[config.mk]
export PLATFORM = sky130hd
export DESIGN_NAME = csb_settings_bank
export DESIGN_NICKNAME = d
export VERILOG_FILES = /design/src/csb_pkg.sv /design/src/csb_settings_bank.sv
export SDC_FILE = /design/constraint.sdc
export NUM_CORES = 1
export LEC_CHECK = 0
export BUFFER_PORTS_ARGS = -buffer_cell sky130_fd_sc_hd__buf_2
export CAP_MARGIN = 0
export CORE_ASPECT_RATIO = 1.4
export CORE_UTILIZATION = 40
export DETAILED_ROUTE_END_ITERATION = 6
export RECOVER_POWER = 50
export SYNTH_ARGS = -nofsm -noshare
export SYNTH_HDL_FRONTEND = slang
export SYNTH_SLANG_ARGS = --single-unit
[constraint.sdc]
create_clock -name sys_clk -period 12.4 [get_ports sys_clk]
set_clock_uncertainty 0.2 [all_clocks]
set_input_delay 0.62 -clock sys_clk [delete_from_list [all_inputs] [get_ports sys_clk]]
set_output_delay 0.62 -clock sys_clk [all_outputs]
set_load 0.05 [all_outputs]
[src/csb_pkg.sv]
// csb_pkg: register map, field widths, defaults and timing of the controller settings bank
// assumes a 10 MHz system clock and a 32-bit plain register port with byte offsets
package csb_pkg;
	localparam int          CLK_HZ        = 10_000_000;
	localparam int          ADDR_W        = 8;
	// register byte offsets
	localparam logic [7:0]  OFS_PRG_ACC   = 8'h00;
	localparam logic [7:0]  OFS_TGT_ACC   = 8'h04;
	localparam logic [7:0]  OFS_FGN_ACC   = 8'h08;
	localparam logic [7:0]  OFS_PB_DEST   = 8'h0c;
	localparam logic [7:0]  OFS_SEC_CODE  = 8'h10;
	localparam logic [7:0]  OFS_MENU_EN   = 8'h14;
	localparam logic [7:0]  OFS_NET_ADDR  = 8'h18;
	localparam logic [7:0]  OFS_BAUD      = 8'h1c;
	localparam logic [7:0]  OFS_TURN      = 8'h20;
	localparam logic [7:0]  OFS_AN_DEST   = 8'h24;
	localparam logic [7:0]  OFS_AN_SRC    = 8'h28;
	localparam logic [7:0]  OFS_AN_MIN    = 8'h2c;
	localparam logic [7:0]  OFS_AN_MAX    = 8'h30;
	localparam logic [7:0]  OFS_OUT_RSV   = 8'h34;
	localparam logic [7:0]  OFS_OUT_SENSE = 8'h38;
	localparam logic [7:0]  OFS_OUT_SEL   = 8'h3c;
	localparam logic [7:0]  OFS_OUT_INV   = 8'h40;
	localparam logic [7:0]  OFS_STATUS    = 8'h44;
	localparam logic [7:0]  OFS_CONTROL   = 8'h48;
	// control bit positions
	localparam int          CTL_RESTART   = 0;
	localparam int          CTL_POWER     = 1;
	// access codes
	localparam logic [1:0]  ACC_LOCKED    = 2'h0;
	localparam logic [1:0]  ACC_FULL      = 2'h1;
	localparam logic [1:0]  ACC_CODE      = 2'h2;
	// reset values and limits
	localparam logic [1:0]  RST_ACC       = 2'h1;
	localparam logic [1:0]  RST_PB_DEST   = 2'h1;
	localparam logic [1:0]  MAX_PB_DEST   = 2'h3;
	localparam logic [13:0] RST_SEC_CODE  = 14'h0000;
	localparam logic [13:0] MAX_NUM       = 14'h270f;
	localparam logic [4:0]  RST_MENU_EN   = 5'h1f;
	localparam logic [6:0]  RST_NET_ADDR  = 7'h01;
	localparam logic [6:0]  MAX_NET_ADDR  = 7'h63;
	localparam logic [2:0]  RST_BAUD      = 3'h1;
	localparam logic [2:0]  MAX_BAUD      = 3'h5;
	localparam logic [5:0]  RST_TURN      = 6'h01;
	localparam logic [5:0]  MAX_TURN      = 6'h32;
	localparam logic [2:0]  RST_AN_DEST   = 3'h0;
	localparam logic [2:0]  MAX_AN_DEST   = 3'h6;
	localparam logic [1:0]  RST_AN_SRC    = 2'h1;
	localparam logic [1:0]  MAX_AN_SRC    = 2'h3;
	localparam logic [13:0] RST_AN_LIM    = 14'h0000;
	localparam logic [7:0]  RST_OUT_SW    = 8'h00;
	localparam logic        RST_SENSE     = 1'b0;
	localparam logic [31:0] RSV_VALUE     = 32'h00000001;
	// turnaround unit: 10 ms
	localparam int          TURN_UNIT_MS  = 10;
	localparam int          TURN_UNIT_CYC = CLK_HZ / 1000 * TURN_UNIT_MS;
	// bit periods at 300, 1200, 2400, 4800, 9600 baud
	localparam logic [15:0] BIT_CYC_300   = 16'(CLK_HZ / 300);
	localparam logic [15:0] BIT_CYC_1200  = 16'(CLK_HZ / 1200);
	localparam logic [15:0] BIT_CYC_2400  = 16'(CLK_HZ / 2400);
	localparam logic [15:0] BIT_CYC_4800  = 16'(CLK_HZ / 4800);
	localparam logic [15:0] BIT_CYC_9600  = 16'(CLK_HZ / 9600);
endpackage : csb_pkg

[src/csb_settings_bank.sv]
// csb_settings_bank: settings store of a motor speed controller with the logic they steer
// assumes a same-clock register master and same-clock request pulses from panel and network logic
// Contract
// each of program, target and rate change has an access level: 0 locked, 1 free, 2 code needed, default 1.
// a new access level only acts after a controller restart; until then the old level holds.
// pushbutton default destination code 1 target, 2 program, 3 rate, default 1, overridable by the set menu.
// security code holds 0 to 9999, default 0, and zero turns all code checking off.
// the function-menu lockout is five switch bits, 0 to 31, default 31, one bit enabling each entry.
// network address holds 0 to 99, default 1, and at address 0 every incoming message is dropped.
// bit rate code 1 to 5 selects 300, 1200, 2400, 4800, 9600 baud, default 1.
// a changed bit rate code only acts after power is removed and reapplied.
// analog destination code 0 off, 1 target, 2 percent, 3 program, 4 rate, 5 main tach, 6 leader tach, default 0.
// analog source code 1 potentiometer, 2 zero to five volts, 3 current loop, default 1.
// analog input scales between minimum and maximum limits of 0 to 9999 each, default 0.
// output contact sense 0 normally open, 1 normally closed, default 0.
// two 8-bit switch sets, default 0, one selecting inputs of the output and one inverting inputs.
// a reply waits the turnaround delay, 1 to 50 units of 10 ms, default 1, before it is sent.
// the reserved output item is always written as 1 and stays at 1.
`timescale 1ns/1ps
module csb_settings_bank #(
	parameter int TURN_UNIT_CYC = csb_pkg::TURN_UNIT_CYC
) (
	input  wire logic        sys_clk,
	input  wire logic        reset_n,
	input  wire logic [7:0]  regAddr,
	input  wire logic [31:0] regWdata,
	input  wire logic        regWrStb,
	input  wire logic        regRdStb,
	output logic      [31:0] regRdata,
	input  wire logic        chgReq,
	input  wire logic [1:0]  chgSel,
	input  wire logic [13:0] chgCode,
	output logic             chgGrant,
	output logic             chgDeny,
	output logic      [1:0]  pbDest,
	output logic      [4:0]  menuEnable,
	input  wire logic        msgValid,
	input  wire logic [6:0]  msgAddr,
	output logic             msgAccept,
	output logic      [15:0] bitCycles,
	input  wire logic        replyReq,
	output logic             txStart,
	output logic             txWaiting,
	output logic      [2:0]  analogDest,
	output logic      [1:0]  analogSrc,
	input  wire logic [9:0]  analogRaw,
	output logic      [13:0] analogValue,
	input  wire logic [7:0]  outInputs,
	output logic             outContact
);
	// stored settings
	logic [1:0]  accPrg_q, accTgt_q, accFgn_q, pbDest_q, anSrc_q;
	logic [13:0] secCode_q, anMin_q, anMax_q;
	logic [4:0]  menuEn_q;
	logic [6:0]  netAddr_q;
	logic [2:0]  baud_q, anDest_q;
	logic [5:0]  turn_q;
	logic        sense_q;
	logic [7:0]  outSel_q, outInv_q;
	// levels in force
	logic [1:0]  effPrg_q, effTgt_q, effFgn_q;
	logic [2:0]  effBaud_q;
	// turnaround timing
	logic [31:0] turnCyc_q;
	logic [5:0]  turnUnits_q;
	logic        ctlWr;

	// true when a write lands on the given offset with a value no larger than the limit
	function automatic logic fitsW(input logic [7:0] ofs, input logic [31:0] lim);
		return regWrStb && regAddr == ofs && regWdata <= lim;
	endfunction : fitsW

	// out-of-range values are dropped so a setting can never leave its documented span
	always_ff @(posedge sys_clk) begin
		if (!reset_n) begin
			accPrg_q  <= csb_pkg::RST_ACC;
			accTgt_q  <= csb_pkg::RST_ACC;
			accFgn_q  <= csb_pkg::RST_ACC;
			pbDest_q  <= csb_pkg::RST_PB_DEST;
			secCode_q <= csb_pkg::RST_SEC_CODE;
			menuEn_q  <= csb_pkg::RST_MENU_EN;
			netAddr_q <= csb_pkg::RST_NET_ADDR;
			baud_q    <= csb_pkg::RST_BAUD;
			turn_q    <= csb_pkg::RST_TURN;
			anDest_q  <= csb_pkg::RST_AN_DEST;
			anSrc_q   <= csb_pkg::RST_AN_SRC;
			anMin_q   <= csb_pkg::RST_AN_LIM;
			anMax_q   <= csb_pkg::RST_AN_LIM;
			sense_q   <= csb_pkg::RST_SENSE;
			outSel_q  <= csb_pkg::RST_OUT_SW;
			outInv_q  <= csb_pkg::RST_OUT_SW;
		end else begin
			if (fitsW(csb_pkg::OFS_PRG_ACC, 32'(csb_pkg::ACC_CODE))) accPrg_q <= regWdata[1:0];
			if (fitsW(csb_pkg::OFS_TGT_ACC, 32'(csb_pkg::ACC_CODE))) accTgt_q <= regWdata[1:0];
			if (fitsW(csb_pkg::OFS_FGN_ACC, 32'(csb_pkg::ACC_CODE))) accFgn_q <= regWdata[1:0];
			if (fitsW(csb_pkg::OFS_PB_DEST, 32'(csb_pkg::MAX_PB_DEST)) && regWdata != 32'h0)
				pbDest_q <= regWdata[1:0];
			if (fitsW(csb_pkg::OFS_SEC_CODE, 32'(csb_pkg::MAX_NUM))) secCode_q <= regWdata[13:0];
			if (fitsW(csb_pkg::OFS_MENU_EN, 32'(csb_pkg::RST_MENU_EN))) menuEn_q <= regWdata[4:0];
			if (fitsW(csb_pkg::OFS_NET_ADDR, 32'(csb_pkg::MAX_NET_ADDR))) netAddr_q <= regWdata[6:0];
			if (fitsW(csb_pkg::OFS_BAUD, 32'(csb_pkg::MAX_BAUD)) && regWdata != 32'h0)
				baud_q <= regWdata[2:0];
			if (fitsW(csb_pkg::OFS_TURN, 32'(csb_pkg::MAX_TURN)) && regWdata != 32'h0)
				turn_q <= regWdata[5:0];
			if (fitsW(csb_pkg::OFS_AN_DEST, 32'(csb_pkg::MAX_AN_DEST))) anDest_q <= regWdata[2:0];
			if (fitsW(csb_pkg::OFS_AN_SRC, 32'(csb_pkg::MAX_AN_SRC)) && regWdata != 32'h0)
				anSrc_q <= regWdata[1:0];
			if (fitsW(csb_pkg::OFS_AN_MIN, 32'(csb_pkg::MAX_NUM))) anMin_q <= regWdata[13:0];
			if (fitsW(csb_pkg::OFS_AN_MAX, 32'(csb_pkg::MAX_NUM))) anMax_q <= regWdata[13:0];
			if (fitsW(csb_pkg::OFS_OUT_SENSE, 32'h1)) sense_q <= regWdata[0];
			if (fitsW(csb_pkg::OFS_OUT_SEL, 32'hff)) outSel_q <= regWdata[7:0];
			if (fitsW(csb_pkg::OFS_OUT_INV, 32'hff)) outInv_q <= regWdata[7:0];
		end
	end

	assign ctlWr = regWrStb && regAddr == csb_pkg::OFS_CONTROL;

	// access levels move into force only on restart or power-up, never on the write itself
	always_ff @(posedge sys_clk) begin
		if (!reset_n) begin
			effPrg_q <= csb_pkg::RST_ACC;
			effTgt_q <= csb_pkg::RST_ACC;
			effFgn_q <= csb_pkg::RST_ACC;
		end else if (ctlWr && (regWdata[csb_pkg::CTL_RESTART] || regWdata[csb_pkg::CTL_POWER])) begin
			effPrg_q <= accPrg_q;
			effTgt_q <= accTgt_q;
			effFgn_q <= accFgn_q;
		end
	end

	// the bit rate follows only a power cycle; a plain restart leaves the line rate alone
	always_ff @(posedge sys_clk) begin
		if (!reset_n)
			effBaud_q <= csb_pkg::RST_BAUD;
		else if (ctlWr && regWdata[csb_pkg::CTL_POWER])
			effBaud_q <= baud_q;
	end

	// bit period of the rate in force
	always_ff @(posedge sys_clk) begin
		if (!reset_n)
			bitCycles <= csb_pkg::BIT_CYC_300;
		else begin
			unique case (effBaud_q)
				3'h2:    bitCycles <= csb_pkg::BIT_CYC_1200;
				3'h3:    bitCycles <= csb_pkg::BIT_CYC_2400;
				3'h4:    bitCycles <= csb_pkg::BIT_CYC_4800;
				3'h5:    bitCycles <= csb_pkg::BIT_CYC_9600;
				default: bitCycles <= csb_pkg::BIT_CYC_300;
			endcase
		end
	end

	// change requests: chgSel 0 program, 1 target, 2 rate; code 3 is treated as locked
	logic [1:0] chgLvl;
	assign chgLvl = (chgSel == 2'h0) ? effPrg_q : (chgSel == 2'h1) ? effTgt_q : (chgSel == 2'h2) ? effFgn_q
	                : csb_pkg::ACC_LOCKED;
	logic chgOk;
	assign chgOk = chgLvl == csb_pkg::ACC_FULL
	               || (chgLvl == csb_pkg::ACC_CODE && (secCode_q == 14'h0 || chgCode == secCode_q));
	always_ff @(posedge sys_clk) begin
		if (!reset_n) begin
			chgGrant <= 1'b0;
			chgDeny  <= 1'b0;
		end else begin
			chgGrant <= chgReq && chgOk;
			chgDeny  <= chgReq && !chgOk;
		end
	end

	// network filter: address zero drops everything
	always_ff @(posedge sys_clk) begin
		if (!reset_n)
			msgAccept <= 1'b0;
		else
			msgAccept <= msgValid && netAddr_q != 7'h0 && msgAddr == netAddr_q;
	end

	// turnaround: units latched at request time so a later edit does not stretch a reply in flight
	always_ff @(posedge sys_clk) begin
		if (!reset_n) begin
			turnCyc_q   <= 32'h0;
			turnUnits_q <= 6'h0;
			txWaiting   <= 1'b0;
			txStart     <= 1'b0;
		end else begin
			txStart <= 1'b0;
			if (!txWaiting) begin
				if (replyReq) begin
					txWaiting   <= 1'b1;
					turnUnits_q <= turn_q;
					turnCyc_q   <= 32'h0;
				end
			end else if (turnCyc_q == 32'(TURN_UNIT_CYC - 1)) begin
				turnCyc_q <= 32'h0;
				if (turnUnits_q == 6'h1) begin
					txWaiting <= 1'b0;
					txStart   <= 1'b1;
				end
				turnUnits_q <= turnUnits_q - 6'h1;
			end else
				turnCyc_q <= turnCyc_q + 32'h1;
		end
	end

	// analog scaling: raw full scale maps onto min..max; max below min runs the slope downward
	logic [13:0] anSpan;
	logic [23:0] anProd;
	assign anSpan = (anMax_q >= anMin_q) ? anMax_q - anMin_q : anMin_q - anMax_q;
	assign anProd = anSpan * analogRaw;
	always_ff @(posedge sys_clk) begin
		if (!reset_n)
			analogValue <= csb_pkg::RST_AN_LIM;
		else if (anMax_q >= anMin_q)
			analogValue <= anMin_q + anProd[23:10];
		else
			analogValue <= anMin_q - anProd[23:10];
	end

	// user output: invert, select, any selected high closes the logic, sense flips the contact
	always_ff @(posedge sys_clk) begin
		if (!reset_n)
			outContact <= csb_pkg::RST_SENSE;
		else
			outContact <= (|((outInputs ^ outInv_q) & outSel_q)) ^ sense_q;
	end

	// plain setting outputs, registered copies
	always_ff @(posedge sys_clk) begin
		if (!reset_n) begin
			pbDest     <= csb_pkg::RST_PB_DEST;
			menuEnable <= csb_pkg::RST_MENU_EN;
			analogDest <= csb_pkg::RST_AN_DEST;
			analogSrc  <= csb_pkg::RST_AN_SRC;
		end else begin
			pbDest     <= pbDest_q;
			menuEnable <= menuEn_q;
			analogDest <= anDest_q;
			analogSrc  <= anSrc_q;
		end
	end

	// read port: data in the cycle after the strobe only, unmapped offsets read zero
	always_ff @(posedge sys_clk) begin
		if (!reset_n || !regRdStb)
			regRdata <= 32'h0;
		else begin
			unique case (regAddr)
				csb_pkg::OFS_PRG_ACC:   regRdata <= 32'(accPrg_q);
				csb_pkg::OFS_TGT_ACC:   regRdata <= 32'(accTgt_q);
				csb_pkg::OFS_FGN_ACC:   regRdata <= 32'(accFgn_q);
				csb_pkg::OFS_PB_DEST:   regRdata <= 32'(pbDest_q);
				csb_pkg::OFS_SEC_CODE:  regRdata <= 32'(secCode_q);
				csb_pkg::OFS_MENU_EN:   regRdata <= 32'(menuEn_q);
				csb_pkg::OFS_NET_ADDR:  regRdata <= 32'(netAddr_q);
				csb_pkg::OFS_BAUD:      regRdata <= 32'(baud_q);
				csb_pkg::OFS_TURN:      regRdata <= 32'(turn_q);
				csb_pkg::OFS_AN_DEST:   regRdata <= 32'(anDest_q);
				csb_pkg::OFS_AN_SRC:    regRdata <= 32'(anSrc_q);
				csb_pkg::OFS_AN_MIN:    regRdata <= 32'(anMin_q);
				csb_pkg::OFS_AN_MAX:    regRdata <= 32'(anMax_q);
				csb_pkg::OFS_OUT_RSV:   regRdata <= csb_pkg::RSV_VALUE;
				csb_pkg::OFS_OUT_SENSE: regRdata <= 32'(sense_q);
				csb_pkg::OFS_OUT_SEL:   regRdata <= 32'(outSel_q);
				csb_pkg::OFS_OUT_INV:   regRdata <= 32'(outInv_q);
				csb_pkg::OFS_STATUS:    regRdata <= {15'h0, txWaiting, 5'h0, effBaud_q, 2'h0, effFgn_q, effTgt_q, effPrg_q};
				default:                regRdata <= 32'h0;
			endcase
		end
	end
endmodule : csb_settings_bank

Yosys cells after proc, flatten, opt, wreduce, memory -nomap -nowiden
Cells that the tools add are included.
- word-level logic and storage cells: 165
- bits in registers: 220
- output and inout port bits: 80
- multiply operators: 1
- bitwise logic cells: 3
- equal/unequal tests: 31
- order comparisons: 11
- reduce and logical (&&, ||, !) cells: 60
- $add $sub $neg: 6
- multiplexer cells: 18
- operators by type and width (operator ; count):
    one-hot mux 17 bit (18 select lines) ; 1
    2-to-1 mux 32 bit ; 3
    == test 8 x 6 -> 1 bit, second input constant ; 8
    <= comparator 32 x 2 -> 1 bit, second input constant ; 2
    <= comparator 32 x 3 -> 1 bit, second input constant ; 2
    one-hot mux 16 bit (4 select lines) ; 1
    logical AND 1 bit ; 44
    subtractor 14 bit ; 3
    adder 32 x 1 -> 32 bit, second input constant ; 1
    == test 32 x 17 -> 1 bit, second input constant ; 1
    == test 8 x 5 -> 1 bit, second input constant ; 4
    <= comparator 32 x 1 -> 1 bit, second input constant ; 1
    <= comparator 32 x 14 -> 1 bit, second input constant ; 1
    <= comparator 32 x 5 -> 1 bit, second input constant ; 1
    <= comparator 32 x 6 -> 1 bit, second input constant ; 1
    <= comparator 32 x 7 -> 1 bit, second input constant ; 1
    <= comparator 32 x 8 -> 1 bit, second input constant ; 1
    nonzero test 32 bit ; 1
    2-to-1 mux 14 bit ; 2
    == test 8 x 7 -> 1 bit, second input constant ; 3
    multiplier 14 x 10 -> 24 bit ; 1
    2-to-1 mux 6 bit ; 3
    == test 8 x 4 -> 1 bit, second input constant ; 2
    adder 14 bit ; 1
    other kinds (26) ; 41

Logic depth before layout (Yosys ltp)
Gate-level depths: netlist of the first run.
- word-level depth: 9
- depth in mapped cells: 46
- depth with buffers taken out: 45

Worst setup path after synthesis of the first run
OpenSTA, ideal clock, no wires.
- kind: flip-flop to flip-flop
- start: register anMin_q[12]
- end: register analogValue[13]
- period minus slack after synthesis: 10.129 ns
- stages on the path, launching flop included: 42
- path buffers: 3
- arrival: 9.860 ns
- library setup time: 0.069 ns
- path slack: 2.271 ns
- path through: dfxtp_1 -> inv_1 -> ha_1 -> buf_2 -> a21oi_1 -> a21boi_0 -> or3_4 -> or3_1 -> buf_2 -> o211ai_1 -> a21oi_1 -> o21ai_1 -> a31oi_1 -> o21ai_1 -> nand3_1 -> fa_1 -> inv_1 -> fa_1 -> [... 6 more ...] -> clkbuf_1 -> and4_1 -> o21ai_0 -> or4_1 -> nand3_1 -> xnor2_1 -> o41ai_2 -> xnor2_1 -> ha_1 -> inv_1 -> o31ai_1 -> a211oi_1 -> o21ai_0 -> o211ai_1 -> o21ai_0 -> xnor3_1 -> a311o_1 -> o21ai_1
- longest elaborated chain between the ends: 5
- elaborated cells between the ends (all ways): 8
- those cells by class: 4 x add/sub; 1 x mul; 1 x order compare; 2 x mux
- ends and longest elaborated chain (item ; line ; RTL):
    from (decl) ; csb_settings_bank.sv:53 ; logic [13:0] secCode_q, anMin_q, anMax_q;
    from (signal assigned) ; csb_settings_bank.sv:87 ; anMin_q <= csb_pkg::RST_AN_LIM;
    from (signal assigned) ; csb_settings_bank.sv:108 ; if (fitsW(csb_pkg::OFS_AN_MIN, 32'(csb_pkg::MAX_NUM))) anMin_q <= regWdata[13:0];
    subtractor 14 bit / greater-or-equal comparator 14 bit (equally long branches) ; csb_settings_bank.sv:209, csb_settings_bank.sv:214 ;
    2-to-1 mux 14 bit ; csb_settings_bank.sv:209 ; assign anSpan = (anMax_q >= anMin_q) ? anMax_q - anMin_q : anMin_q - anMax_q;
    multiplier 14 x 10 -> 24 bit ; csb_settings_bank.sv:210 ; assign anProd = anSpan * analogRaw;
    subtractor 14 bit / adder 14 bit (equally long branches) ; csb_settings_bank.sv:217, csb_settings_bank.sv:215 ;
    2-to-1 mux 14 bit * ; csb_settings_bank.sv:214 ; else if (anMax_q >= anMin_q)
    to (signal assigned) ; csb_settings_bank.sv:213 ; analogValue <= csb_pkg::RST_AN_LIM;
    to (signal assigned) ; csb_settings_bank.sv:215 ; analogValue <= anMin_q + anProd[23:10];
    to (signal assigned) ; csb_settings_bank.sv:217 ; analogValue <= anMin_q - anProd[23:10];
    to (decl) ; csb_settings_bank.sv:47 ; output logic [13:0] analogValue,
Mark *: on every way between the ends. The rest lies on a longest branch, timed or not.
A chain may end at the register's enable or synchronous reset.

Worst setup path in the final report of the first run
- start: register anMin_q[11]
- end: register analogValue[13]
The elaborated chain is that of the path after synthesis.

==> results.py, run 1 <==
metrics = {
    "synthesis": {
        "avgSynthCellArea_sq_um": 8.39,
        "synth_edf_count": 0,
        "ys_seq_area_share_pct": 25.4,
        "ys_async_sr_fraction_pct": 0,
        "postSynthRegisterBits": 197,
        "yosys_warnings": 0,
        "yosysUniqueCellTypes": 75,
        "ys.flop_type": "dfxtp_1",
        "synth_cells": 1851,
        "syn_area_sq_um": 15500,
    },
    "floorplan": {
        "core_sq_um": 38400,
        "die_x_um": 169,
        "start_util_pct": 40.5,
        "ios": 168,
        "rows": 85,
        "dieArea_sq_um": 39600,
        "die_h_um": 235,
    },
    "global_route": {
        "grt-ovfl-total": 0,
        "track_usage_pct": 24.0,
        "grt_max_degree": 83,
        "grt_pass1_wl_um": 74400,
        "grt_pass1_vias": 13600,
        "grt_antenna_before_repair": 0,
    },
    "min_path": {
        "min_from": "chgReq",
        "min_path_cells": 3,
        "worstHoldEndpoint": "chgGrant",
        "hold_class": "input port to flip-flop",
    },
    "placed_design": {
        "dp_cells": 2451,
        "gp_congestion": 0.963,
        "hpwl_um": 36600,
        "portBuffers": 148,
    },
    "worst_setup_path": {
        "r2r_end": "analogValue[13]",
        "r2r_slack_ns": 0.94,
        "worst_r2r_path_depth": 38,
        "worstPathRequired_ns": 12.57,
        "crit_type": "flip-flop to flip-flop",
        "crit_family": "adder cells",
        "crit_start": "anMin_q[11]",
        "critPathCaptureType": "flip-flop",
        "reg2reg_from": "anMin_q[11]",
        "cpMaxStageDelayCell": "ha_2",
        "critPathMaxStageDelay_ns": 0.68,
        "start_kind": "flip-flop",
        "cp.buffers_inverters": 6,
        "worstPathArrival_ns": 11.63,
        "crit_fanout": 29,
    },
    "sta": {
        "rsz0062_at_grt": "false",
        "setup_tns_ns": 0,
        "min_period_ns": 11.46,
        "fmax_ghz": 0.0873,
        "report.final.setup_viol": 0,
        "hold_viol": 0,
        "slew_violations": 182,
        "worst_pin_slew_ns": 3.67,
        "min_period_over_period_pct": 92.4,
        "slew_headroom_pct": -144,
    },
    "route": {
        "ant_nets": 0,
        "via_per_inst": 5.45,
        "wirelength_um": 46700,
        "wire_per_inst_um": 18.8,
        "drc": 0,
        "first_pass_iters": 7,
        "num_vias": 13500,
        "first_iter_violations": 735,
    },
    "run_status": {
        "violations": "max-capacitance violations, max-slew violations",
        "status": "complete, but fails checks",
    },
    "power": {
        "p_per_area_nw_per_um2": 76.7,
        "peakVddDrop_uv": 91.1,
        "power_leakage_nw": 8.05,
    },
    "cells_and_area": {
        "layout.nets": 2234,
        "nFillCells": 3927,
        "syn_to_final_growth_pct": 10.7,
        "drive_gt1_share_pct": 8.52,
        "diodes": 0,
        "stdcell_count": 2483,
    },
    "clock_network": {
        "post-cts-setup-buffer-count": 0,
        "clockBufferDepth": 2,
        "clk_pin_slew_ns": 0.07,
        "htreeDepth": 4,
        "cts_sinks": 197,
        "cts-root-buf": "clkbuf_16",
        "cts_buffers": 17,
        "clock_latency_ns": 0.46,
        "cts_tree": "built",
    },
    "flow_run": {
        "max-cap-violations": 3,
    },
}
==> tightest hold or removal path, stage by stage <==
cell	delay, ns
buf_2	0.10
nand2_1	0.05
nor2_1	0.03
==> where the power goes <==
group | internal (mW) | total (mW) | switching, mW
combinational | 0.0249 | 0.0938 | 0.0689
sequential | 0.635 | 0.637 | 0.00277
clock | 0.330 | 0.588 | 0.258
total | 0.990 | 1.32 | 0.330
==> cell usage in the layout (no fill, tap or decap), types with 6 or more instances in the layout <==
cell type  instances
a21o_1            31
a21oi_1           98
a221oi_1          14
a222oi_1           6
a22o_1            11
a22oi_1           21
a311oi_1           8
a31oi_1           29
and2_1            68
and3_1            15
buf_2             86
buf_4             21
clkbuf_1          64
clkbuf_16         17
conb_1            19
dfxtp_1          197
fa_1              96
ha_1             101
inv_1            165
mux2_2            10
mux2i_1           95
nand2_1          162
nand2b_1          25
nand3_1           53
nand3b_1           7
nand4_1           24
nor2_1           181
nor2b_1           14
nor3_1            28
nor3b_1            6
nor4_1            25
o211ai_1           8
o21ai_0           55
o21bai_1          13
o31ai_1            7
or3_1             10
or4_1              7
xnor2_1           41
xor2_1            36
==> cells in the mapped netlist, drive strengths merged (13+ instances only) <==
cell,number,share of area [%]
buf,35,1.5
o21bai,13,0.63
ha,102,8.2
and3,15,0.60
clkbuf,76,1.8
and2,72,2.9
xnor2,41,2.3
a221oi,14,0.79
nor2b,14,0.56
o21ai,60,2.0
a21o,31,1.5
a22oi,21,1.0
a31oi,30,1.3
nand3,53,1.7
fa,96,12
nor4,25,1.0
nor3,29,0.97
mux2i,95,6.1
dfxtp,197,25
nor2,181,4.4
nand4,24,0.97
nand2,162,3.9
nand2b,25,1.0
inv,166,4.0
xor2,36,2.0
a21oi,98,3.2
==> logic make-up (layout without fill, tap and decap cells) <==
family	after synthesis	in the layout	share of synthesized area, %
DFF	197	197	25.4
AOI/OAI and AO/OA	346	346	14.9
muxes	106	106	6.94
and+or+nand+nor	648	648	20.4
other	1	19	0.0241
buffers and inverters	277	369	7.31
adders and majority gates	198	198	20.6
xor gates and xnor gates	78	78	4.49
==> state kept, by name, indices dropped and copies added, names as in the netlist, 3 cells and up <==
register	count
anDest_q	3
anMax_q	14
anMin_q	14
analogDest	3
analogValue	14
baud_q	3
bitCycles	10
effBaud_q	3
menuEn_q	5
menuEnable	5
netAddr_q	7
outInv_q	8
outSel_q	8
regRdata	15
secCode_q	14
turnCyc_q	32
turnUnits_q	6
turn_q	6
==> worst max path at each step <==
stage / end / depth (start not counted)
floorplan: analogValue[13] / 41
global placement: analogValue[13] / 38
detailed placement: analogValue[13] / 38
CTS: analogValue[13] / 38
global route: analogValue[13] / 38
finish: analogValue[13] / 38
==> stage by stage <==
stage	util [%]	setup WS, ns	power [mW]	cell area, sq um	hold slack, ns
floorplan	-	2.27	0.714	15600	0.233
CTS	45.0	0.815	1.33	17300	0.170
global route	44.8	0.160	1.36	17200	0.197
global placement	43.4	1.05	0.745	16700	0.261
finish	44.8	0.942	1.32	17200	0.188
detailed placement	43.4	0.883	0.746	16700	0.270
==> metal layers <==
metal,part of all wire [%],vias up,wire length [um],GRT usage (%)
met4,5.0,0,2330,13.2
met5,0,-,0,0
met2,52,338,24400,44.0
met1,40,6574,18600,27.3
met3,2.9,98,1370,2.14
li1,-,6511,-,-
==> final cells by class <==
type,instances,area (sq um),share of cell area (%)
Clock buffer,19,453,2.63
Sequential cell,197,3940,22.9
Multi-Input combinational cell,1395,10500,61.2
Tap cell,522,653,3.80
Clock inverter,13,168,0.975
Timing Repair Buffer,171,828,4.82
Inverter,166,624,3.63
==> what timing repair did <==
item / in CTS / in global routing
resized for setup: 0 / 1
hold buffers: 0 / 0
endpoints found under the setup margin: 0 / 1
No activity file was read; power rests on OpenSTA's default activity.
==> inputs of run 2 (changes only) <==
--- a/config.mk
+++ b/config.mk
@@ -10,6 +10,7 @@
 export CORE_ASPECT_RATIO = 1.4
 export CORE_UTILIZATION = 40
 export DETAILED_ROUTE_END_ITERATION = 6
+export MAX_ROUTING_LAYER = met4
 export RECOVER_POWER = 50
 export SYNTH_ARGS = -nofsm -noshare
 export SYNTH_HDL_FRONTEND = slang
==> results.py, run 2 (synthesis results as in run 1) <==
metrics = {
    "floorplan": {
        "ios": 168,
        "rows": 85,
        "core_sq_um": 38400,
        "start_util_pct": 40.5,
        "dieArea_sq_um": 39600,
        "die_x_um": 169,
        "die_h_um": 235,
    },
    "global_route": {
        "grt_pass1_wl_um": 76200,
        "track_usage_pct": 25.4,
        "grt-ovfl-total": 0,
        "grt_max_degree": 91,
        "grt_antenna_before_repair": 0,
        "grt_pass1_vias": 13800,
    },
    "sta": {
        "fmax_ghz": 0.0874,
        "slew_violations": 185,
        "min_period_over_period_pct": 92.2,
        "min_period_ns": 11.44,
        "slew_headroom_pct": -182,
        "setup_tns_ns": 0,
        "hold_viol": 0,
        "worst_pin_slew_ns": 4.22,
        "report.final.setup_viol": 0,
        "rsz0062_at_grt": "false",
    },
    "cells_and_area": {
        "top_register": "turnCyc_q",
        "layout_commonest_cell": "dfxtp_1",
        "syn_to_final_growth_pct": 10.2,
        "largestRegisters": "turnCyc_q (32), regRdata (15)",
        "largest_reg_flops": 32,
        "nFillCells": 3894,
        "stdcell_count": 2482,
        "drive_gt1_share_pct": 8.37,
        "ff_latch_area_sq_um": 3940,
        "layout_common_cells": "197 x dfxtp_1, 181 x nor2_1, 165 x inv_1",
        "diodes": 0,
        "layout.nets": 2234,
        "multi_input_area_sq_um": 10500,
    },
    "clock_network": {
        "clockBufferDepth": 2,
        "ctsResizeCount": 0,
        "cts_buffers": 17,
        "htreeDepth": 4,
        "cts_sinks": 197,
        "clk_pin_slew_ns": 0.08,
        "cts_tree": "built",
        "post-cts-setup-buffer-count": 0,
        "hold_buffers": 0,
        "clock_latency_ns": 0.45,
        "cts-root-buf": "clkbuf_16",
    },
    "route": {
        "ant_nets": 0,
        "wirelength_um": 47800,
        "first_iter_violations": 872,
        "via_per_inst": 5.45,
        "num_vias": 13500,
        "wl_met2_um": 25400,
        "met3_length_um": 1520,
        "first_pass_iters": 7,
        "drc": 4,
        "met1_length_um": 18700,
        "routed.top_layer": "met4",
        "wire_per_inst_um": 19.3,
    },
    "worst_setup_path": {
        "cpMaxStageDelayCell": "xnor2_1",
        "critPathMaxStageDelay_ns": 0.76,
        "crit_family": "adder cells",
        "cp.depth": 38,
        "r2r_end": "analogValue[13]",
        "start_kind": "flip-flop",
        "reg2reg_from": "anMin_q[9]",
        "worstPathArrival_ns": 11.62,
        "crit_start": "anMin_q[9]",
        "crit_fanout": 10,
        "worst_r2r_path_depth": 38,
        "critPathCaptureType": "flip-flop",
        "cp.buffers_inverters": 5,
        "worstPathRequired_ns": 12.58,
        "r2r_slack_ns": 0.96,
        "crit_type": "flip-flop to flip-flop",
    },
    "placed_design": {
        "hpwl_um": 37300,
        "dp_cells": 2451,
        "portBuffers": 148,
        "gp_congestion": 0.966,
    },
    "min_path": {
        "hold_class": "input port to flip-flop",
        "min_from": "chgReq",
        "min_path_cells": 3,
        "worstHoldEndpoint": "chgGrant",
    },
    "run_status": {
        "status": "complete, but fails checks",
        "violations": "design-rule violations, max-capacitance violations, max-slew violations",
    },
    "power": {
        "peakVddDrop_uv": 87.0,
        "p_per_area_nw_per_um2": 73.6,
        "power_leakage_nw": 8.03,
    },
    "flow_run": {
        "max-cap-violations": 3,
    },
}
[run 2: cell types whose count changed in the layout (fill, tap and decap cells not counted), sizes merged]
cell      previous run  this run
inv                169       170
clkinv               1         8
clkinvlp             6         1
bufinv               3         0
clkbuf              83        82
[run 2: worst register-to-register path: cells and delay by family (launching register included)]
kind,cells,cell delay (ns)
buf+inv,5,0.31
compound gates,12,2.61
mux,1,0.36
simple gates,8,2.07
xor+xnor,4,1.51
fa+ha+maj,8,3.83
flops,1,0.49
[run 2: worst max-delay path by stage]
stage | to | slack (ns)
after floorplan | analogValue[13] | 2.27
after global placement | analogValue[13] | 1.29
after detailed placement | analogValue[13] | 1.07
after CTS | analogValue[13] | 0.99
after global routing | analogValue[13] | 0.12
final | analogValue[13] | 0.96
[run 2: metrics by stage]
| stage | cell area (sq um) | worst slack, ns | util (%) | hold WS (ns) | power (mW) |
|---|---|---|---|---|---|
| 4_1_cts | 17200 | 0.990 | 44.8 | 0.167 | 1.27 |
| 2_1_floorplan | 15600 | 2.27 | - | 0.233 | 0.714 |
| 3_5_place_dp | 16700 | 1.07 | 43.4 | 0.266 | 0.747 |
| 5_1_grt | 17100 | 0.124 | 44.6 | 0.174 | 1.30 |
| 6_report | 17100 | 0.962 | 44.6 | 0.180 | 1.26 |
| 3_3_place_gp | 16700 | 1.29 | 43.4 | 0.263 | 0.745 |
[run 2: layout make-up]
cell class / count / area share, %
inverters: 166 / 3.65
clock buffers: 18 / 2.51
well taps: 522 / 3.81
flip-flops and latches: 197 / 23.0
multi-input cells: 1395 / 61.5
repair buffers: 171 / 4.84
clock inverters: 13 / 0.701
[run 2: routing by layer]
layer / up-vias / global-route usage [%]
met4: 0 / 12.0
met1: 6578 / 27.8
li1: 6493 / -
met3: 104 / 2.14
met2: 362 / 46.2
met5: - / -
[run 2: report_power, final]
group          switching, mW  internal, mW
logic                 0.0700        0.0249
registers            0.00278         0.634
clock network          0.266         0.262
==> inputs of run 3 (changes only) <==
--- a/config.mk
+++ b/config.mk
@@ -7,10 +7,13 @@
 export LEC_CHECK = 0
 export BUFFER_PORTS_ARGS = -buffer_cell sky130_fd_sc_hd__buf_2
 export CAP_MARGIN = 0
+export CELL_PAD_IN_SITES_DETAIL_PLACEMENT = 1
+export CELL_PAD_IN_SITES_GLOBAL_PLACEMENT = 1
 export CORE_ASPECT_RATIO = 1.4
 export CORE_UTILIZATION = 40
 export DETAILED_ROUTE_END_ITERATION = 6
 export MAX_ROUTING_LAYER = met4
+export PLACE_DENSITY_LB_ADDON = 0.1
 export RECOVER_POWER = 50
 export SYNTH_ARGS = -nofsm -noshare
 export SYNTH_HDL_FRONTEND = slang
==> results.py, run 3 (synthesis results as in run 1) <==
metrics = {
    "placed_design": {
        "portBuffers": 148,
        "dp_cells": 2449,
        "gp_congestion": 0.935,
        "dpl_cell_area_sq_um": 16600,
        "hpwl_um": 41200,
        "dp_slack_ns": 0.532,
    },
    "power": {
        "power.total_mw": 1.31,
        "swShare_pct": 25.8,
        "power_leakage_nw": 8.05,
        "clock_power_share_pct": 44.0,
        "peakVddDrop_uv": 98.0,
        "p_comb_share_pct": 7.3,
        "seqPwrFrac_pct": 48.7,
        "p_per_area_nw_per_um2": 76.2,
        "p_int_uw": 971,
        "power_switching_uw": 338,
    },
    "global_route": {
        "grt-ovfl-total": 0,
        "track_usage_pct": 28.0,
        "grt_antenna_before_repair": 1,
        "grt_max_degree": 86,
        "grt_pass1_vias": 15000,
        "grt_pass1_wl_um": 84000,
    },
    "sta": {
        "min_period_over_period_pct": 93.9,
        "hold_viol": 0,
        "hold_ws_ns": 0.198,
        "worst_pin_slew_ns": 3.92,
        "fmax_ghz": 0.0859,
        "report.final.setup_viol": 0,
        "min_period_ns": 11.65,
        "slew_violations": 186,
        "rsz0062_at_grt": "false",
        "slew_headroom_pct": -161,
        "setup_tns_ns": 0,
        "finalWorstSetupSlack_ns": 0.755,
    },
    "route": {
        "first_iter_violations": 558,
        "wirelength_um": 52100,
        "drc": 0,
        "via_per_inst": 5.56,
        "ant_nets": 0,
        "wire_per_inst_um": 21.0,
        "num_vias": 13800,
        "first_pass_iters": 5,
    },
    "clock_network": {
        "clockBufferDepth": 2,
        "cts_tree": "built",
        "post-cts-setup-buffer-count": 0,
        "cts_sinks": 197,
        "clock_latency_ns": 0.46,
        "cts_buffers": 17,
        "htreeDepth": 4,
        "clk_pin_slew_ns": 0.07,
        "cts-root-buf": "clkbuf_16",
    },
    "worst_setup_path": {
        "cp.buffers_inverters": 5,
        "crit_fanout": 17,
        "crit_start": "anMin_q[9]",
        "r2r_end": "analogValue[13]",
        "endpoint": "analogValue[13]",
        "critPathCaptureType": "flip-flop",
        "r2r_slack_ns": 0.75,
        "cp.depth": 39,
        "cpMostUsedCell": "fa_1",
        "cpMaxStageDelayCell": "fa_1",
        "worstPathArrival_ns": 11.83,
        "start_kind": "flip-flop",
        "crit_type": "flip-flop to flip-flop",
        "worst_r2r_path_depth": 39,
        "critPathMaxStageDelay_ns": 0.59,
        "reg2reg_from": "anMin_q[9]",
        "crit_family": "adder cells",
        "worstPathRequired_ns": 12.58,
    },
    "floorplan": {
        "ios": 168,
        "rows": 85,
        "die_x_um": 169,
        "die_h_um": 235,
        "dieArea_sq_um": 39600,
        "core_sq_um": 38400,
        "start_util_pct": 40.5,
    },
    "cells_and_area": {
        "layout_common_cells": "197 x dfxtp_1, 180 x nor2_1, 165 x inv_1",
        "drive_gt1_share_pct": 8.63,
        "post-route-util_pct": 44.7,
        "syn_to_final_growth_pct": 10.5,
        "stdcell_count": 2482,
        "largestRegisters": "turnCyc_q (32), regRdata (15)",
        "largest_reg_flops": 32,
        "design_area_sq_um": 17200,
        "layout_commonest_cell": "dfxtp_1",
        "top_register": "turnCyc_q",
        "multi_input_area_sq_um": 10500,
        "ff_latch_area_sq_um": 3940,
        "nFillCells": 4682,
        "layout.nets": 2232,
    },
    "run_status": {
        "status": "complete, but fails checks",
        "violations": "max-capacitance violations, max-slew violations",
    },
    "flow_run": {
        "max-cap-violations": 3,
    },
    "min_path": {
        "hold_class": "input port to flip-flop",
    },
}
[run 3: worst register-to-register path: cells and delay by family (launching register included)]
kind                     cells  cell delay, ns
buffers and inverters        5            0.47
adder cells (fa/ha/maj)      8            3.89
flip-flops                   1            0.51
AND/OR/NAND/NOR              9            2.45
AO/OA/AOI/OAI               14            2.82
XOR/XNOR                     3            1.24
[run 3: worst min-delay path by stage]
| stage | slack (ns) | end | startpoint | depth (start not counted) |
|---|---|---|---|---|
| after CTS | 0.17 | chgGrant | chgReq | 3 |
| final | 0.20 | chgGrant | chgReq | 3 |
| after global routing | 0.21 | chgGrant | chgReq | 3 |
| after floorplan | 0.23 | menuEnable[0] | menuEn_q[0] | 1 |
| after detailed placement | 0.28 | turnCyc_q[16] | turnCyc_q[16] | 1 |
| after global placement | 0.27 | turnCyc_q[21] | turnCyc_q[21] | 1 |
[run 3: routing by layer]
| layer | share of wire [%] | global-route usage, % |
|---|---|---|
| met4 | 4.3 | 11.9 |
| met2 | 54 | 51.9 |
| met5 | 0 | - |
| met3 | 2.4 | 2.99 |
| met1 | 39 | 29.9 |
[run 3: area by class of cell]
cell class | count | area share, %
multi-input combinational | 1395 | 61.4
sequential | 197 | 23.0
timing repair buffer | 169 | 4.74
tap | 522 | 3.80
inverter | 166 | 3.63
clock buffer | 20 | 2.66
clock inverter | 12 | 0.816
antenna | 1 | 0.0146
[run 3: power by group through the flow]
stage | clock (mW) | sequential (mW) | combinational (mW)
4_1_cts | 0.593 | 0.637 | 0.0963
6_report | 0.575 | 0.637 | 0.0958
5_1_grt | 0.611 | 0.638 | 0.103
3_5_place_dp | 0 | 0.652 | 0.0961
2_1_floorplan | 0 | 0.653 | 0.0613
3_3_place_gp | 0 | 0.652 | 0.0949
[run 3: timing repair]
item	in CTS	in global routing
endpoints found under the setup margin	0	2
gates resized for setup	0	3
hold buffers	0	0
